### src/power_ok_pkg.sv
// constants and types shared by the power-good logic
// -----------------------------------------------------------------------------
// What this block does
// - polarity bit 0 drives output high when valid, 1 drives it low
// - drive-type bit 0 gives push-pull, 1 gives open-drain output
// - regulator window bit 0 checks undervoltage only, 1 checks both
// - converter window bit 0 checks undervoltage only, 1 checks both
// - each rail counts toward live status only while its enable bit is 1; a latched fault counts until cleared
// - thermal gating bit 1 forces inactive during thermal warning
// - fault gating bit 0 shows live status, 1 shows latched faults
// - operating-mode bit 0 is gated mode, 1 is continuous mode
// - latch rail fault on drop, clear by writing 1 once rail valid
// - latch drop event on active-to-inactive change, write 1 clears
// -----------------------------------------------------------------------------
package power_ok_pkg;

	// register offsets
	localparam logic [7:0] CONFIG_A_OFFSET = 8'h15;
	localparam logic [7:0] CONFIG_B_OFFSET = 8'h16;
	localparam logic [7:0] RAIL_FAULT_OFFSET = 8'h17;
	localparam logic [7:0] EVENT_OFFSET = 8'h19;

	// values after reset
	localparam logic [7:0] CONFIG_A_RESET = 8'h73;
	localparam logic [7:0] CONFIG_B_RESET = 8'h04;
	localparam logic [3:0] RAIL_FAULT_RESET = 4'h0;

	// field positions in config a
	localparam int POLARITY_BIT = 7;
	localparam int DRIVE_TYPE_BIT = 6;
	localparam int REG_WINDOW_BIT = 5;
	localparam int CONV_WINDOW_BIT = 4;
	localparam int SOURCE_EN_LSB = 0;

	// field positions in config b
	localparam int THERMAL_GATE_BIT = 2;
	localparam int FAULT_GATE_BIT = 1;
	localparam int MODE_BIT = 0;

	// drop event position in the event register
	localparam int DROP_EVENT_BIT = 7;

	// rail index: 0 converter0, 1 converter1, 2 regulator0, 3 regulator1
	localparam int RAIL_COUNT = 4;
	localparam int FIRST_REGULATOR = 2;

	// comparator results of all rails
	typedef struct packed {
		logic [3:0] under_ok;
		logic [3:0] over_ok;
	} rail_status_t;

	// register access from the serial interface engine
	typedef struct packed {
		logic [7:0] addr;
		logic write;
		logic [7:0] wdata;
	} reg_access_t;

endpackage : power_ok_pkg

### src/power_ok_signal_logic.sv
// power-good generation, fault latches and drop event
`timescale 1ns/1ps
module power_ok_signal_logic (
	input wire logic MCLK,
	input wire logic RESETN,
	input wire power_ok_pkg::reg_access_t REG_ACCESS,
	output logic [7:0] REG_RDATA,
	input wire power_ok_pkg::rail_status_t RAIL_STATUS,
	input wire logic THERMAL_WARNING,
	input wire logic DEVICE_ACTIVE,
	output logic POWER_OK_OUTPUT_O,
	output logic POWER_OK_OUTPUT_OE
);

	// -------------------------------------------------------------------------
	// input synchronisers
	// -------------------------------------------------------------------------
	power_ok_pkg::rail_status_t rail_meta;
	power_ok_pkg::rail_status_t rail_sync;
	logic thermal_meta;
	logic thermal_sync;
	logic active_meta;
	logic active_sync;

	// comparator outputs are analog-side and asynchronous to MCLK
	always_ff @(posedge MCLK or negedge RESETN)
	begin
		if (!RESETN)
		begin
			rail_meta <= '1; // rails count as ok until first sample
			rail_sync <= '1; // avoids false fault latches after reset
			thermal_meta <= 1'b0;
			thermal_sync <= 1'b0;
			active_meta <= 1'b0;
			active_sync <= 1'b0;
		end
		else
		begin
			rail_meta <= RAIL_STATUS;
			rail_sync <= rail_meta;
			thermal_meta <= THERMAL_WARNING;
			thermal_sync <= thermal_meta;
			active_meta <= DEVICE_ACTIVE;
			active_sync <= active_meta;
		end
	end

	// -------------------------------------------------------------------------
	// control registers
	// -------------------------------------------------------------------------
	logic [7:0] power_ok_config_a;
	logic [7:0] power_ok_config_b;
	logic wr_a;
	logic wr_b;
	logic wr_fault;
	logic wr_event;

	// single-cycle write decode
	always_comb
	begin
		wr_a = 1'b0;
		wr_b = 1'b0;
		wr_fault = 1'b0;
		wr_event = 1'b0;
		if (REG_ACCESS.addr == power_ok_pkg::CONFIG_A_OFFSET)
			wr_a = REG_ACCESS.write;
		else if (REG_ACCESS.addr == power_ok_pkg::CONFIG_B_OFFSET)
			wr_b = REG_ACCESS.write;
		else if (REG_ACCESS.addr == power_ok_pkg::RAIL_FAULT_OFFSET)
			wr_fault = REG_ACCESS.write;
		else if (REG_ACCESS.addr == power_ok_pkg::EVENT_OFFSET)
			wr_event = REG_ACCESS.write;
	end

	// all eight bits are kept, reserved ones included, as they are read/write
	always_ff @(posedge MCLK or negedge RESETN)
	begin
		if (!RESETN)
		begin
			power_ok_config_a <= power_ok_pkg::CONFIG_A_RESET;
			power_ok_config_b <= power_ok_pkg::CONFIG_B_RESET;
		end
		else
		begin
			if (wr_a)
				power_ok_config_a <= REG_ACCESS.wdata;
			if (wr_b)
				power_ok_config_b <= REG_ACCESS.wdata;
		end
	end

	// -------------------------------------------------------------------------
	// per-rail validity
	// -------------------------------------------------------------------------
	logic [3:0] rail_valid;
	logic [3:0] rail_dropping;
	logic [3:0] source_enable;

	assign source_enable = power_ok_config_a[power_ok_pkg::SOURCE_EN_LSB +: 4];

	// the over-voltage check is only added when the rail's window bit is set
	genvar g;
	generate
		for (g = 0; g < power_ok_pkg::RAIL_COUNT; g++)
		begin : rail_check
			logic window;
			assign window = (g >= power_ok_pkg::FIRST_REGULATOR) ?
				power_ok_config_a[power_ok_pkg::REG_WINDOW_BIT] :
				power_ok_config_a[power_ok_pkg::CONV_WINDOW_BIT];
			assign rail_valid[g] = rail_sync.under_ok[g] &
				(rail_sync.over_ok[g] | ~window);
			assign rail_dropping[g] = source_enable[g] & ~rail_valid[g];
		end
	endgenerate

	// -------------------------------------------------------------------------
	// latched rail faults
	// -------------------------------------------------------------------------
	logic [3:0] latched_rail_faults;
	logic [3:0] fault_clear;

	// a clear is honoured only for rails that are valid again
	assign fault_clear = wr_fault ? (REG_ACCESS.wdata[3:0] & rail_valid) : 4'h0;

	// a new drop in the clearing cycle wins over the clear
	always_ff @(posedge MCLK or negedge RESETN)
	begin
		if (!RESETN)
			latched_rail_faults <= power_ok_pkg::RAIL_FAULT_RESET;
		else
			latched_rail_faults <= (latched_rail_faults & ~fault_clear) |
				rail_dropping;
	end

	// -------------------------------------------------------------------------
	// power-good decision
	// -------------------------------------------------------------------------
	logic live_good;
	logic source_good;
	logic next_good;
	logic good;

	// disabled rails count as valid so they drop out of the AND
	assign live_good = &(rail_valid | ~source_enable);

	// in gated mode the signal is held inactive outside active operation
	always_comb
	begin
		if (power_ok_config_b[power_ok_pkg::FAULT_GATE_BIT])
			source_good = ~|latched_rail_faults;
		else
			source_good = live_good;
		next_good = source_good;
		if (power_ok_config_b[power_ok_pkg::THERMAL_GATE_BIT] && thermal_sync)
			next_good = 1'b0;
		if (!power_ok_config_b[power_ok_pkg::MODE_BIT] && !active_sync)
			next_good = 1'b0;
	end

	// registered so the pin never glitches on comparator skew
	always_ff @(posedge MCLK or negedge RESETN)
	begin
		if (!RESETN)
			good <= 1'b0;
		else
			good <= next_good;
	end

	// -------------------------------------------------------------------------
	// pin driver
	// -------------------------------------------------------------------------
	logic level;

	assign level = good ^ power_ok_config_a[power_ok_pkg::POLARITY_BIT];

	// open-drain only ever pulls low; push-pull drives both levels
	always_ff @(posedge MCLK or negedge RESETN)
	begin
		if (!RESETN)
		begin
			POWER_OK_OUTPUT_O <= 1'b0;
			POWER_OK_OUTPUT_OE <= 1'b0;
		end
		else if (power_ok_config_a[power_ok_pkg::DRIVE_TYPE_BIT])
		begin
			POWER_OK_OUTPUT_O <= 1'b0;
			POWER_OK_OUTPUT_OE <= ~level;
		end
		else
		begin
			POWER_OK_OUTPUT_O <= level;
			POWER_OK_OUTPUT_OE <= 1'b1;
		end
	end

	// -------------------------------------------------------------------------
	// drop event
	// -------------------------------------------------------------------------
	logic power_ok_drop_event;
	logic drop;

	assign drop = good & ~next_good;

	// set wins over a write-one clear in the same cycle
	always_ff @(posedge MCLK or negedge RESETN)
	begin
		if (!RESETN)
			power_ok_drop_event <= 1'b0;
		else if (drop)
			power_ok_drop_event <= 1'b1;
		else if (wr_event && REG_ACCESS.wdata[power_ok_pkg::DROP_EVENT_BIT])
			power_ok_drop_event <= 1'b0;
	end

	// -------------------------------------------------------------------------
	// read data
	// -------------------------------------------------------------------------
	// read data lags the address by one clock; unmapped addresses read zero
	always_ff @(posedge MCLK or negedge RESETN)
	begin
		if (!RESETN)
			REG_RDATA <= 8'h00;
		else if (REG_ACCESS.addr == power_ok_pkg::CONFIG_A_OFFSET)
			REG_RDATA <= power_ok_config_a;
		else if (REG_ACCESS.addr == power_ok_pkg::CONFIG_B_OFFSET)
			REG_RDATA <= power_ok_config_b;
		else if (REG_ACCESS.addr == power_ok_pkg::RAIL_FAULT_OFFSET)
			REG_RDATA <= {4'h0, latched_rail_faults};
		else if (REG_ACCESS.addr == power_ok_pkg::EVENT_OFFSET)
			REG_RDATA <= {power_ok_drop_event, 7'h00};
		else
			REG_RDATA <= 8'h00;
	end

endmodule : power_ok_signal_logic

### config.mk
export PLATFORM = sky130hd
export DESIGN_NAME = power_ok_signal_logic
export DESIGN_NICKNAME = d
export VERILOG_FILES = /design/src/power_ok_pkg.sv /design/src/power_ok_signal_logic.sv
export SDC_FILE = /design/constraint.sdc
export NUM_CORES = 1
export LEC_CHECK = 0
export BUFFER_PORTS_ARGS = -buffer_cell sky130_fd_sc_hd__buf_2
export CAP_MARGIN = 40
export CELL_PAD_IN_SITES_DETAIL_PLACEMENT = 0
export CELL_PAD_IN_SITES_GLOBAL_PLACEMENT = 1
export CORE_MARGIN = 3
export CORE_UTILIZATION = 45
export DETAILED_ROUTE_END_ITERATION = 6
export PLACE_DENSITY_LB_ADDON = 0.1
export SYNTH_ARGS = -nofsm -noshare
export SYNTH_HDL_FRONTEND = slang
export SYNTH_SLANG_ARGS = --single-unit
### constraint.sdc
create_clock -name MCLK -period 2.85 [get_ports MCLK]
set_input_delay 0.4275 -clock MCLK [delete_from_list [all_inputs] [get_ports MCLK]]
set_output_delay 0.4275 -clock MCLK [all_outputs]
set_load 0.05 [all_outputs]
==> results of run 1 <==
-- cell usage in the layout, fill, tap and decap left out --
| cell type | netlist | layout |
|---|---|---|
| a21boi_0 | 5 | 5 |
| a21oi_1 | 1 | 1 |
| a221o_1 | 1 | 1 |
| a22o_1 | 3 | 3 |
| a311o_1 | 1 | 1 |
| a41oi_1 | 4 | 4 |
| and2_1 | 2 | 2 |
| and3b_1 | 1 | 1 |
| and4b_1 | 3 | 3 |
| buf_12 | 0 | 1 |
| buf_2 | 1 | 38 |
| buf_4 | 1 | 2 |
| clkbuf_1 | 1 | 1 |
| clkbuf_8 | 0 | 7 |
| dfrtp_1 | 30 | 30 |
| dfstp_2 | 22 | 22 |
| dlygate4sd3_1 | 0 | 1 |
| inv_1 | 1 | 1 |
| mux2_1 | 8 | 8 |
| mux2_4 | 8 | 8 |
| mux2i_1 | 4 | 4 |
| nand2_1 | 3 | 3 |
| nand2b_1 | 4 | 4 |
| nand3b_1 | 1 | 1 |
| nor2_1 | 5 | 5 |
| nor2b_1 | 1 | 1 |
| nor3_2 | 1 | 1 |
| nor3b_2 | 1 | 1 |
| nor4_1 | 1 | 1 |
| o221ai_1 | 1 | 1 |
| o2bb2ai_1 | 4 | 4 |
| or2_1 | 1 | 1 |
| or4_1 | 1 | 1 |
| or4b_4 | 1 | 1 |
| xor2_1 | 1 | 1 |
-- cells by family (layout without fill, tap and decap cells) --
group,after synthesis,count (layout)
multiplexers,20,20
XOR/XNOR,1,1
AND/OR/NAND/NOR,26,26
flip-flops,52,52
buffers and inverters,5,51
AO/OA/AOI/OAI,20,20
-- where the power goes --
part / switching (µW) / internal, µW
Combinational: 52.4 / 44.5
Clock: 218 / 222
Sequential: 17.1 / 782
Total: 288 / 1050
-- final cells by class --
| cell class | instances | share of cell area [%] |
|---|---|---|
| Tap cell | 50 | 2.68 |
| Inverter | 1 | 0.161 |
| Multi-Input combinational cell | 67 | 25.8 |
| Clock buffer | 8 | 4.29 |
| Sequential cell | 52 | 56.9 |
| Timing Repair Buffer | 42 | 10.1 |
-- layer usage --
| layer | part of all wire, % | vias up | global-route usage (%) |
|---|---|---|---|
| met4 | 0.99 | 0 | 4.38 |
| met5 | 0 | - | 0 |
| met3 | 6.7 | 4 | 4.71 |
| met2 | 46 | 33 | 21.7 |
| li1 | - | 537 | - |
| met1 | 46 | 558 | 20.8 |
-- state kept, by name, summed over array words and instances (netlist names), 4 cells and up --
name                 count
power_ok_config_a        8
REG_RDATA                8
rail_sync                8
latched_rail_faults      4
rail_meta                8
power_ok_config_b        8
-- synth_stat cells --
cell type | instances | area [µm²]
dfrtp_1 | 30 | 751
dfstp_2 | 22 | 578
mux2_1 | 8 | 90.1
mux2_4 | 8 | 120
a21boi_0 | 5 | 37.5
nor2_1 | 5 | 18.8
a41oi_1 | 4 | 35.0
mux2i_1 | 4 | 40.0
nand2b_1 | 4 | 25.0
o2bb2ai_1 | 4 | 35.0
a22o_1 | 3 | 26.3
and4b_1 | 3 | 30.0
nand2_1 | 3 | 11.3
and2_1 | 2 | 12.5
a21oi_1 | 1 | 5.00
a221o_1 | 1 | 10.0
a311o_1 | 1 | 10.0
and3b_1 | 1 | 8.76
buf_2 | 1 | 5.00
buf_4 | 1 | 7.51
buf_6 | 1 | 11.3
clkbuf_1 | 1 | 3.75
inv_1 | 1 | 3.75
nand3b_1 | 1 | 7.51
nor2b_1 | 1 | 6.26
nor3_2 | 1 | 10.0
nor3b_2 | 1 | 12.5
nor4_1 | 1 | 6.26
o221ai_1 | 1 | 8.76
or2_1 | 1 | 6.26
or4_1 | 1 | 7.51
or4b_4 | 1 | 13.8
xor2_1 | 1 | 8.76
-- stage by stage --
stage / hold slack (ns) / utilization, %
global placement: 0.333 / 53.5
floorplan: 0.132 / -
global route: 0.201 / 56.7
CTS: 0.210 / 56.7
detailed placement: 0.327 / 54.0
finish: 0.220 / 56.7
-- worst min-delay path by stage --
stage	startpoint	endpoint	cells past startpoint
after floorplan	RESETN	POWER_OK_OUTPUT_O	0
after global placement	active_meta	active_sync	0
after detailed placement	RESETN	REG_RDATA[6]	1
after CTS	RAIL_STATUS[4]	rail_meta[4]	1
after global routing	RAIL_STATUS[0]	rail_meta[0]	1
final	RAIL_STATUS[4]	rail_meta[4]	1
-- what timing repair did --
item,CTS,global route
hold buffers,1,0
endpoints found under the hold margin,6,0
resized for setup,0,0
==> results.toml, run 1 <==
[critical_path]
path_class = "primary input to flip-flop"
cp-end-kind = "flip-flop"
cp_cell_sequence = "buf_2, or4b_4, nor3b_2, and4b_1, mux2_4"
crit_slowest_cell = "and4b_1"
cp.depth = 5
reg2reg_depth = 4
critical_path.endpoint = "power_ok_config_a[2]"
reg2reg_slack_ns = 1.03
r2r-start = "rail_sync[1]"
required_ns = 3.04
critPathLaunchType = "primary input"
cpPeakStageDelay_ns = 0.62
cp_num_buf_inv = 1
crit_family = "simple AND/OR/NAND/NOR gates"
reg2reg_to = "power_ok_drop_event"
crit_start = "REG_ACCESS[14]"
cp.arrival_ns = 2.29
crit_fanout = 8

[placement]
io_buffers = 38
place_hpwl_mm = 2.48
dp_cells = 211
routabilityCongestion = 0.764
placed_area_um2 = 2220
dpl_worst_slack_ns = 0.436

[final_layout]
multiInputGateArea_um2 = 603
nNetsFinal = 198
area_delta_synth_final_pct = 18.9
drive_above_1_share_pct = 47.6
fillCellCount = 348
final_area_um2 = 2330
final-seq-area_um2 = 1330
stdcell_count = 220
diodes = 0

[timing]
skew_ns = 0.0110
fmax_mhz = 475
fin_crit_ns = 2.11
worst_slew_pin_slew_ns = 0.594
layout_setup_ws_ns = 0.745
slew_headroom_pct = 60.3
rsz0062_at_grt = "no"
finalSetupTns_ns = 0
drv_slew = 0
setup_viol = 0
finalHoldViolCount = 0
fin_crit_sh_pct = 73.9

[synthesis]
synthMuxAreaShare_pct = 12.7
yosysWarnings = 0
synth_compound_area_share_pct = 8.54
synthesis.nets = 153
synth_simple_gate_area_share_pct = 8.99
ys_seq_area_share_pct = 67.7
synthAdderAreaFrac_pct = 0
synth.distinct_cells = 33
synth_top_family_by_area = "multiplexers"
synth-xor-area-share_pct = 0.446
synthCells = 124
netlist_area_um2 = 1960
ys_ff_latch = 52
syn_avg_cell_area_um2 = 15.8

[detailed_routing]
drcViolationCount = 0
drtPass1Iterations = 4
vias_per_cell = 5.15
drtIter0Drc = 68
totalWireLength_mm = 3.43
route.vias.total = 1132
post_drt_wl_per_cell_um = 15.6
ant_nets = 0

[floorplanning]
initial_utilization_pct = 47.7
fp.coreArea_um2 = 4120
dieArea_um2 = 5190
die_x_um = 72.1
num_rows = 23
die_h_um = 72.1
io_pins = 39

[pwr]
irDropWorstVdd_v = 0.000352
p_leak_uw = 0.00107
fin_total_pwr_uw = 1340
power_density_nw_per_um2 = 572

[global_route]
antenna_found_initial = 0
grt_max_degree = 35
grt_pass1_vias = 1152
grt_first_pass_wirelength_mm = 5.67
track_usage_pct = 14.7
overflow = 0

[clock_tree]
cts_tree = "done"
cts_buffers = 5
cts_root_buf = "clkbuf_8"
clk_pin_slew_ns = 0.09
post-cts-setup-buffers = 0
h-tree-depth = 2
clockBufferDepth = 2
cts_sinks = 52
clk-insertion-delay-late_ns = 0.30

[hold_path]
hold_class = "primary input to flip-flop"

[job]
max_cap_viol_count = 0

[outcome]
status = "completed"
Power figures use the tool's default switching activity.
==> run 2, diff against run 1 <==
--- a/config.mk
+++ b/config.mk
@@ -10,7 +10,7 @@
 export CELL_PAD_IN_SITES_DETAIL_PLACEMENT = 0
 export CELL_PAD_IN_SITES_GLOBAL_PLACEMENT = 1
 export CORE_MARGIN = 3
-export CORE_UTILIZATION = 45
+export CORE_UTILIZATION = 44
 export DETAILED_ROUTE_END_ITERATION = 6
 export PLACE_DENSITY_LB_ADDON = 0.1
 export SYNTH_ARGS = -nofsm -noshare
==> constraint.sdc (replaced) <==
create_clock -name MCLK -period 2.17 [get_ports MCLK]
set_input_delay 0.3255 -clock MCLK [delete_from_list [all_inputs] [get_ports MCLK]]
set_output_delay 0.3255 -clock MCLK [all_outputs]
set_load 0.05 [all_outputs]
==> run 2 against run 1 <==
  * Die area increased by 2.1%
  * Setup slack got worse by 0.35 ns
  * Clock skew decreased by 0.0078 ns
  * Sequential power increased by 31%
  * Clock power increased by 48%
  * Combinational power increased by 29%
  * Register-to-register slack got worse by 0.63 ns
  * Utilization increased by 0.18 points
  * Non-clock buffer count increased by 2
==> results.toml, run 2 (synthesis results as in run 1) <==
[floorplanning]
initial_utilization_pct = 47.4
fp.coreArea_um2 = 4140
num_rows = 23
io_pins = 39
die_h_um = 72.8
die_x_um = 72.8
dieArea_um2 = 5300

[placement]
dp_cells = 214
dpl_worst_slack_ns = 0.0809
routabilityCongestion = 0.767
place_hpwl_mm = 2.62
io_buffers = 38

[final_layout]
nNetsFinal = 200
diodes = 0
stdcell_count = 222
final_common_cell = "buf_2"
final_cell_mix = "buf_2 (38), dfrtp_1 (30), dfstp_2 (22)"
area_delta_synth_final_pct = 20.1
fillCellCount = 365
utilization_pct = 56.9
drive_above_1_share_pct = 49.4

[timing]
fin_crit_sh_pct = 81.7
slew_headroom_pct = 61.5
fmax_mhz = 564
fin_crit_ns = 1.77
worst_slew_pin_slew_ns = 0.578
layout_setup_ws_ns = 0.398
drv_slew = 0
finalSetupTns_ns = 0
skew_ns = 0.00318
finalHoldViolCount = 0
rsz0062_at_grt = "no"
setup_viol = 0

[pwr]
swShare_pct = 21.9
clkPwrFrac_pct = 35.6
p_sw_uw = 400
combinationalPowerShare_pct = 6.9
p_leak_uw = 0.00109
irDropWorstVdd_v = 0.000553
p_seq_share_pct = 57.5
p_int_uw = 1420
power_density_nw_per_um2 = 774

[critical_path]
critPathLaunchType = "flip-flop"
required_ns = 2.36
reg2reg_slack_ns = 0.40
reg2reg_depth = 4
cp-end-kind = "flip-flop"
cp.arrival_ns = 1.96
crit_fanout = 2
r2r-start = "rail_sync[2]"
path_class = "flip-flop to flip-flop"
reg2reg_to = "power_ok_drop_event"

[clock_tree]
cts.repair.resized = 0
clk_pin_slew_ns = 0.09
cts_root_buf = "clkbuf_8"
cts_buffers = 5
hold_buffers = 0
cts_tree = "done"
cts_sinks = 52
clk-insertion-delay-late_ns = 0.30
h-tree-depth = 2
post-cts-setup-buffers = 0
clockBufferDepth = 2

[outcome]
status = "completed"

[detailed_routing]
vias_per_cell = 5.21
post_drt_wl_per_cell_um = 15.9
route.vias.total = 1156
ant_nets = 0
drcViolationCount = 0
drtIter0Drc = 60
drtPass1Iterations = 2
totalWireLength_mm = 3.53

[job]
max_cap_viol_count = 0

[global_route]
grt_first_pass_wirelength_mm = 5.71
track_usage_pct = 14.6
grt_pass1_vias = 1189
overflow = 0
antenna_found_initial = 0
grt_max_degree = 29

[hold_path]
hold_class = "primary input to async pin"
## run 2: worst max path at each step
stage | start | end | cells past startpoint
after floorplan | REG_ACCESS[14] | power_ok_config_a[2] | 5
after global placement | REG_ACCESS[14] | power_ok_config_a[3] | 6
after detailed placement | REG_ACCESS[14] | power_ok_config_a[3] | 6
after CTS | rail_sync[2] | power_ok_drop_event | 4
after global routing | rail_sync[2] | power_ok_drop_event | 4
final | rail_sync[2] | power_ok_drop_event | 4
## run 2: power groups by stage
| stage | registers (µW) | logic (µW) | clock network, µW |
|---|---|---|---|
| 2_1_floorplan | 1080 | 46.1 | 0 |
| 3_3_place_gp | 1060 | 125 | 0 |
| 3_5_place_dp | 1070 | 128 | 0 |
| 4_1_cts | 1050 | 128 | 669 |
| 5_1_grt | 1050 | 138 | 706 |
| 6_report | 1050 | 125 | 650 |
## run 2: layer usage
layer | vias up | track usage [%] | share of wire [%]
li1 | 545 | - | -
met1 | 574 | 18.2 | 44
met2 | 31 | 24.1 | 49
met3 | 6 | 3.58 | 5.8
met4 | 0 | 6.15 | 1.5
met5 | - | 0 | 0
## run 2: critical path, stage by stage, from the launching register on
cell,delay (ns)
dfstp_2,0.52
nand2b_1,0.11
a21boi_0,0.12
or4_1,0.56
a311o_1,0.36
## run 2: area by class of cell
cell class	instances	area (µm²)	area share, %
flip-flops and latches	52	1330	56.4
repair buffers	44	248	10.5
well taps	50	62.6	2.65
clock buffers	5	68.8	2.92
multi-input cells	67	603	25.6
clock inverters	3	42.5	1.80
inverters	1	3.75	0.159
## run 2: through the flow
stage          hold WS (ns)  area [µm²]  power (µW)
2_1_floorplan        0.0299        1960        1120
5_1_grt              0.0418        2360        1900
4_1_cts              0.0211        2360        1850
3_3_place_gp          0.333        2250        1190
6_report             0.0131        2360        1820
3_5_place_dp          0.337        2250        1190
==> run 3, diff against run 2 <==
--- a/config.mk
+++ b/config.mk
@@ -10,7 +10,7 @@
 export CELL_PAD_IN_SITES_DETAIL_PLACEMENT = 0
 export CELL_PAD_IN_SITES_GLOBAL_PLACEMENT = 1
 export CORE_MARGIN = 3
-export CORE_UTILIZATION = 44
+export CORE_UTILIZATION = 40
 export DETAILED_ROUTE_END_ITERATION = 6
 export PLACE_DENSITY_LB_ADDON = 0.1
 export SYNTH_ARGS = -nofsm -noshare
==> constraint.sdc (replaced) <==
create_clock -name MCLK -period 1.6 [get_ports MCLK]
set_input_delay 0.24 -clock MCLK [delete_from_list [all_inputs] [get_ports MCLK]]
set_output_delay 0.24 -clock MCLK [all_outputs]
set_load 0.05 [all_outputs]
==> run 3 against run 2 <==
  * The run now ends with setup timing left
  * Register-to-register slack worse by 0.43 ns
  * Sequential share of layout area shrank 2.9 points
  * Clock power is 32% higher
  * Cell area is 5.4% higher
  * Critical endpoint is now power_ok_config_a[3]
==> results.toml, run 3 (synthesis results as in run 1) <==
[final_layout]
nNetsFinal = 207
final-seq-area_um2 = 1330
final_common_cell = "buf_2"
drive_above_1_share_pct = 53.1
fillCellCount = 395
area_delta_synth_final_pct = 26.6
diodes = 0
multiInputGateArea_um2 = 636
final_cell_mix = "buf_2 (36), dfrtp_1 (30), dfstp_2 (22)"

[detailed_routing]
vias_per_cell = 4.82
drtIter0Drc = 39
post_drt_wl_per_cell_um = 15.0
totalWireLength_mm = 3.65
drcViolationCount = 0
ant_nets = 0
drtPass1Iterations = 4
route.vias.total = 1176

[floorplanning]
dieArea_um2 = 5780
initial_utilization_pct = 43.3
io_pins = 39
fp.coreArea_um2 = 4530
die_x_um = 76.1
num_rows = 24
die_h_um = 76.1

[pwr]
p_leak_uw = 0.00115
clkPwrFrac_pct = 34.7
swShare_pct = 21.2
power_density_nw_per_um2 = 994
p_sw_uw = 523
p_seq_share_pct = 57.7
combinationalPowerShare_pct = 7.6
fin_total_pwr_uw = 2470
irDropWorstVdd_v = 0.000579
p_int_uw = 1950

[clock_tree]
clockBufferDepth = 2
clk_pin_slew_ns = 0.09
clk-insertion-delay-late_ns = 0.30
cts_buffers = 5
h-tree-depth = 2
cts_sinks = 52
cts_tree = "done"
cts_root_buf = "clkbuf_8"

[critical_path]
cpPeakStageDelay_ns = 0.56
cp_cell_sequence = "buf_6, or4b_4, nor3b_4, and4b_1, buf_12, mux2_4"
crit_family = "simple AND/OR/NAND/NOR gates"
cp_num_buf_inv = 2
path_class = "primary input to flip-flop"
critPathLaunchType = "primary input"
crit_fanout = 8
cp-end-kind = "flip-flop"
crit_slowest_cell = "or4b_4"
cp.arrival_ns = 1.82
required_ns = 1.78

[outcome]
failed_checks = "setup timing"
status = "finished, violations left"

[global_route]
overflow = 0
grt_max_degree = 53
grt_pass1_vias = 1255
antenna_found_initial = 0
grt_first_pass_wirelength_mm = 6.25
track_usage_pct = 13.8

[timing]
rsz0062_at_grt = "yes"
fin_crit_ns = 1.64
layout_setup_ws_ns = -0.0372
finalHoldViolCount = 0
hold_ws_ns = 0.0298
worst_slew_pin_slew_ns = 0.269
drv_slew = 0
slew_headroom_pct = 82.1
fin_crit_sh_pct = 102
skew_ns = 0.00769
setup_viol = 5
fmax_mhz = 611

[hold_path]
hold_class = "primary input to flip-flop"

[placement]
place_hpwl_mm = 2.60
routabilityCongestion = 0.800
io_buffers = 38
dpl_worst_slack_ns = -0.388

[job]
max_cap_viol_count = 0
## run 3: cell types whose count changed in the layout (fill, tap and decap cells not counted), sizes merged
cell         delta
buf             +6
clkbuf          +1
clkinvlp        -1
dlygate4sd3     +1
## run 3: power groups by stage
stage | sequential (µW) | clock (µW) | combinational, µW
floorplan | 1460 | 0 | 62.5
global route | 1430 | 944 | 206
finish | 1420 | 857 | 188
global placement | 1450 | 0 | 172
detailed placement | 1450 | 0 | 178
CTS | 1420 | 889 | 189
## run 3: routing by layer
metal  track usage, %  wire [µm]  vias to the layer above
met2             21.4       1700                       33
met1             18.3       1690                      578
met4             4.89         56                        0
li1                 -          -                      559
met5                0          0                        -
met3             4.37        200                        6
## run 3: final cells by class
cell class,count,share of cell area (%)
well taps,65,3.27
flip-flops and latches,52,53.5
repair buffers,51,13.2
multi-input cells,67,25.6
clock inverters,2,1.41
inverters,1,0.151
clock buffers,6,2.92
## run 3: worst register-to-register path, cell delays in order (launching register included)
cell      delay (ns)
dfstp_2         0.52
nand2b_4        0.12
a21boi_2        0.06
or4_4           0.54
a311o_1         0.27
## run 3: metrics by stage
stage	utilization (%)	std cells	TNS, ns	instance area [µm²]
after floorplan	-	124	-2.50	1960
after CTS	54.6	244	-0.184	2470
after global placement	51.0	234	-5.62	2310
final	54.8	244	-0.131	2480
after global routing	54.8	244	-0.814	2480
after detailed placement	51.0	234	-6.37	2310
## run 3: final timing paths
check	startpoint	to	slack, ns	cells after the start
max in group asynchronous	RESETN	power_ok_config_a[1]	0.86	3
hold / removal	RAIL_STATUS[1]	rail_meta[1]	0.03	1
hold reg to reg	rail_meta[7]	rail_sync[7]	0.36	0
min in group asynchronous	RESETN	power_ok_config_b[6]	0.45	3
setup / recovery	REG_ACCESS[14]	power_ok_config_a[3]	-0.04	6
setup reg to reg	rail_sync[1]	power_ok_drop_event	-0.03	4
## run 3: what timing repair did
action / CTS / global route
pin swaps: 4 / 4
resized for setup: 9 / 3
buffers inserted: 1 / 0
endpoints found under the setup margin: 10 / 16
endpoints found under the hold margin: 30 / 0
hold buffers: 1 / 0
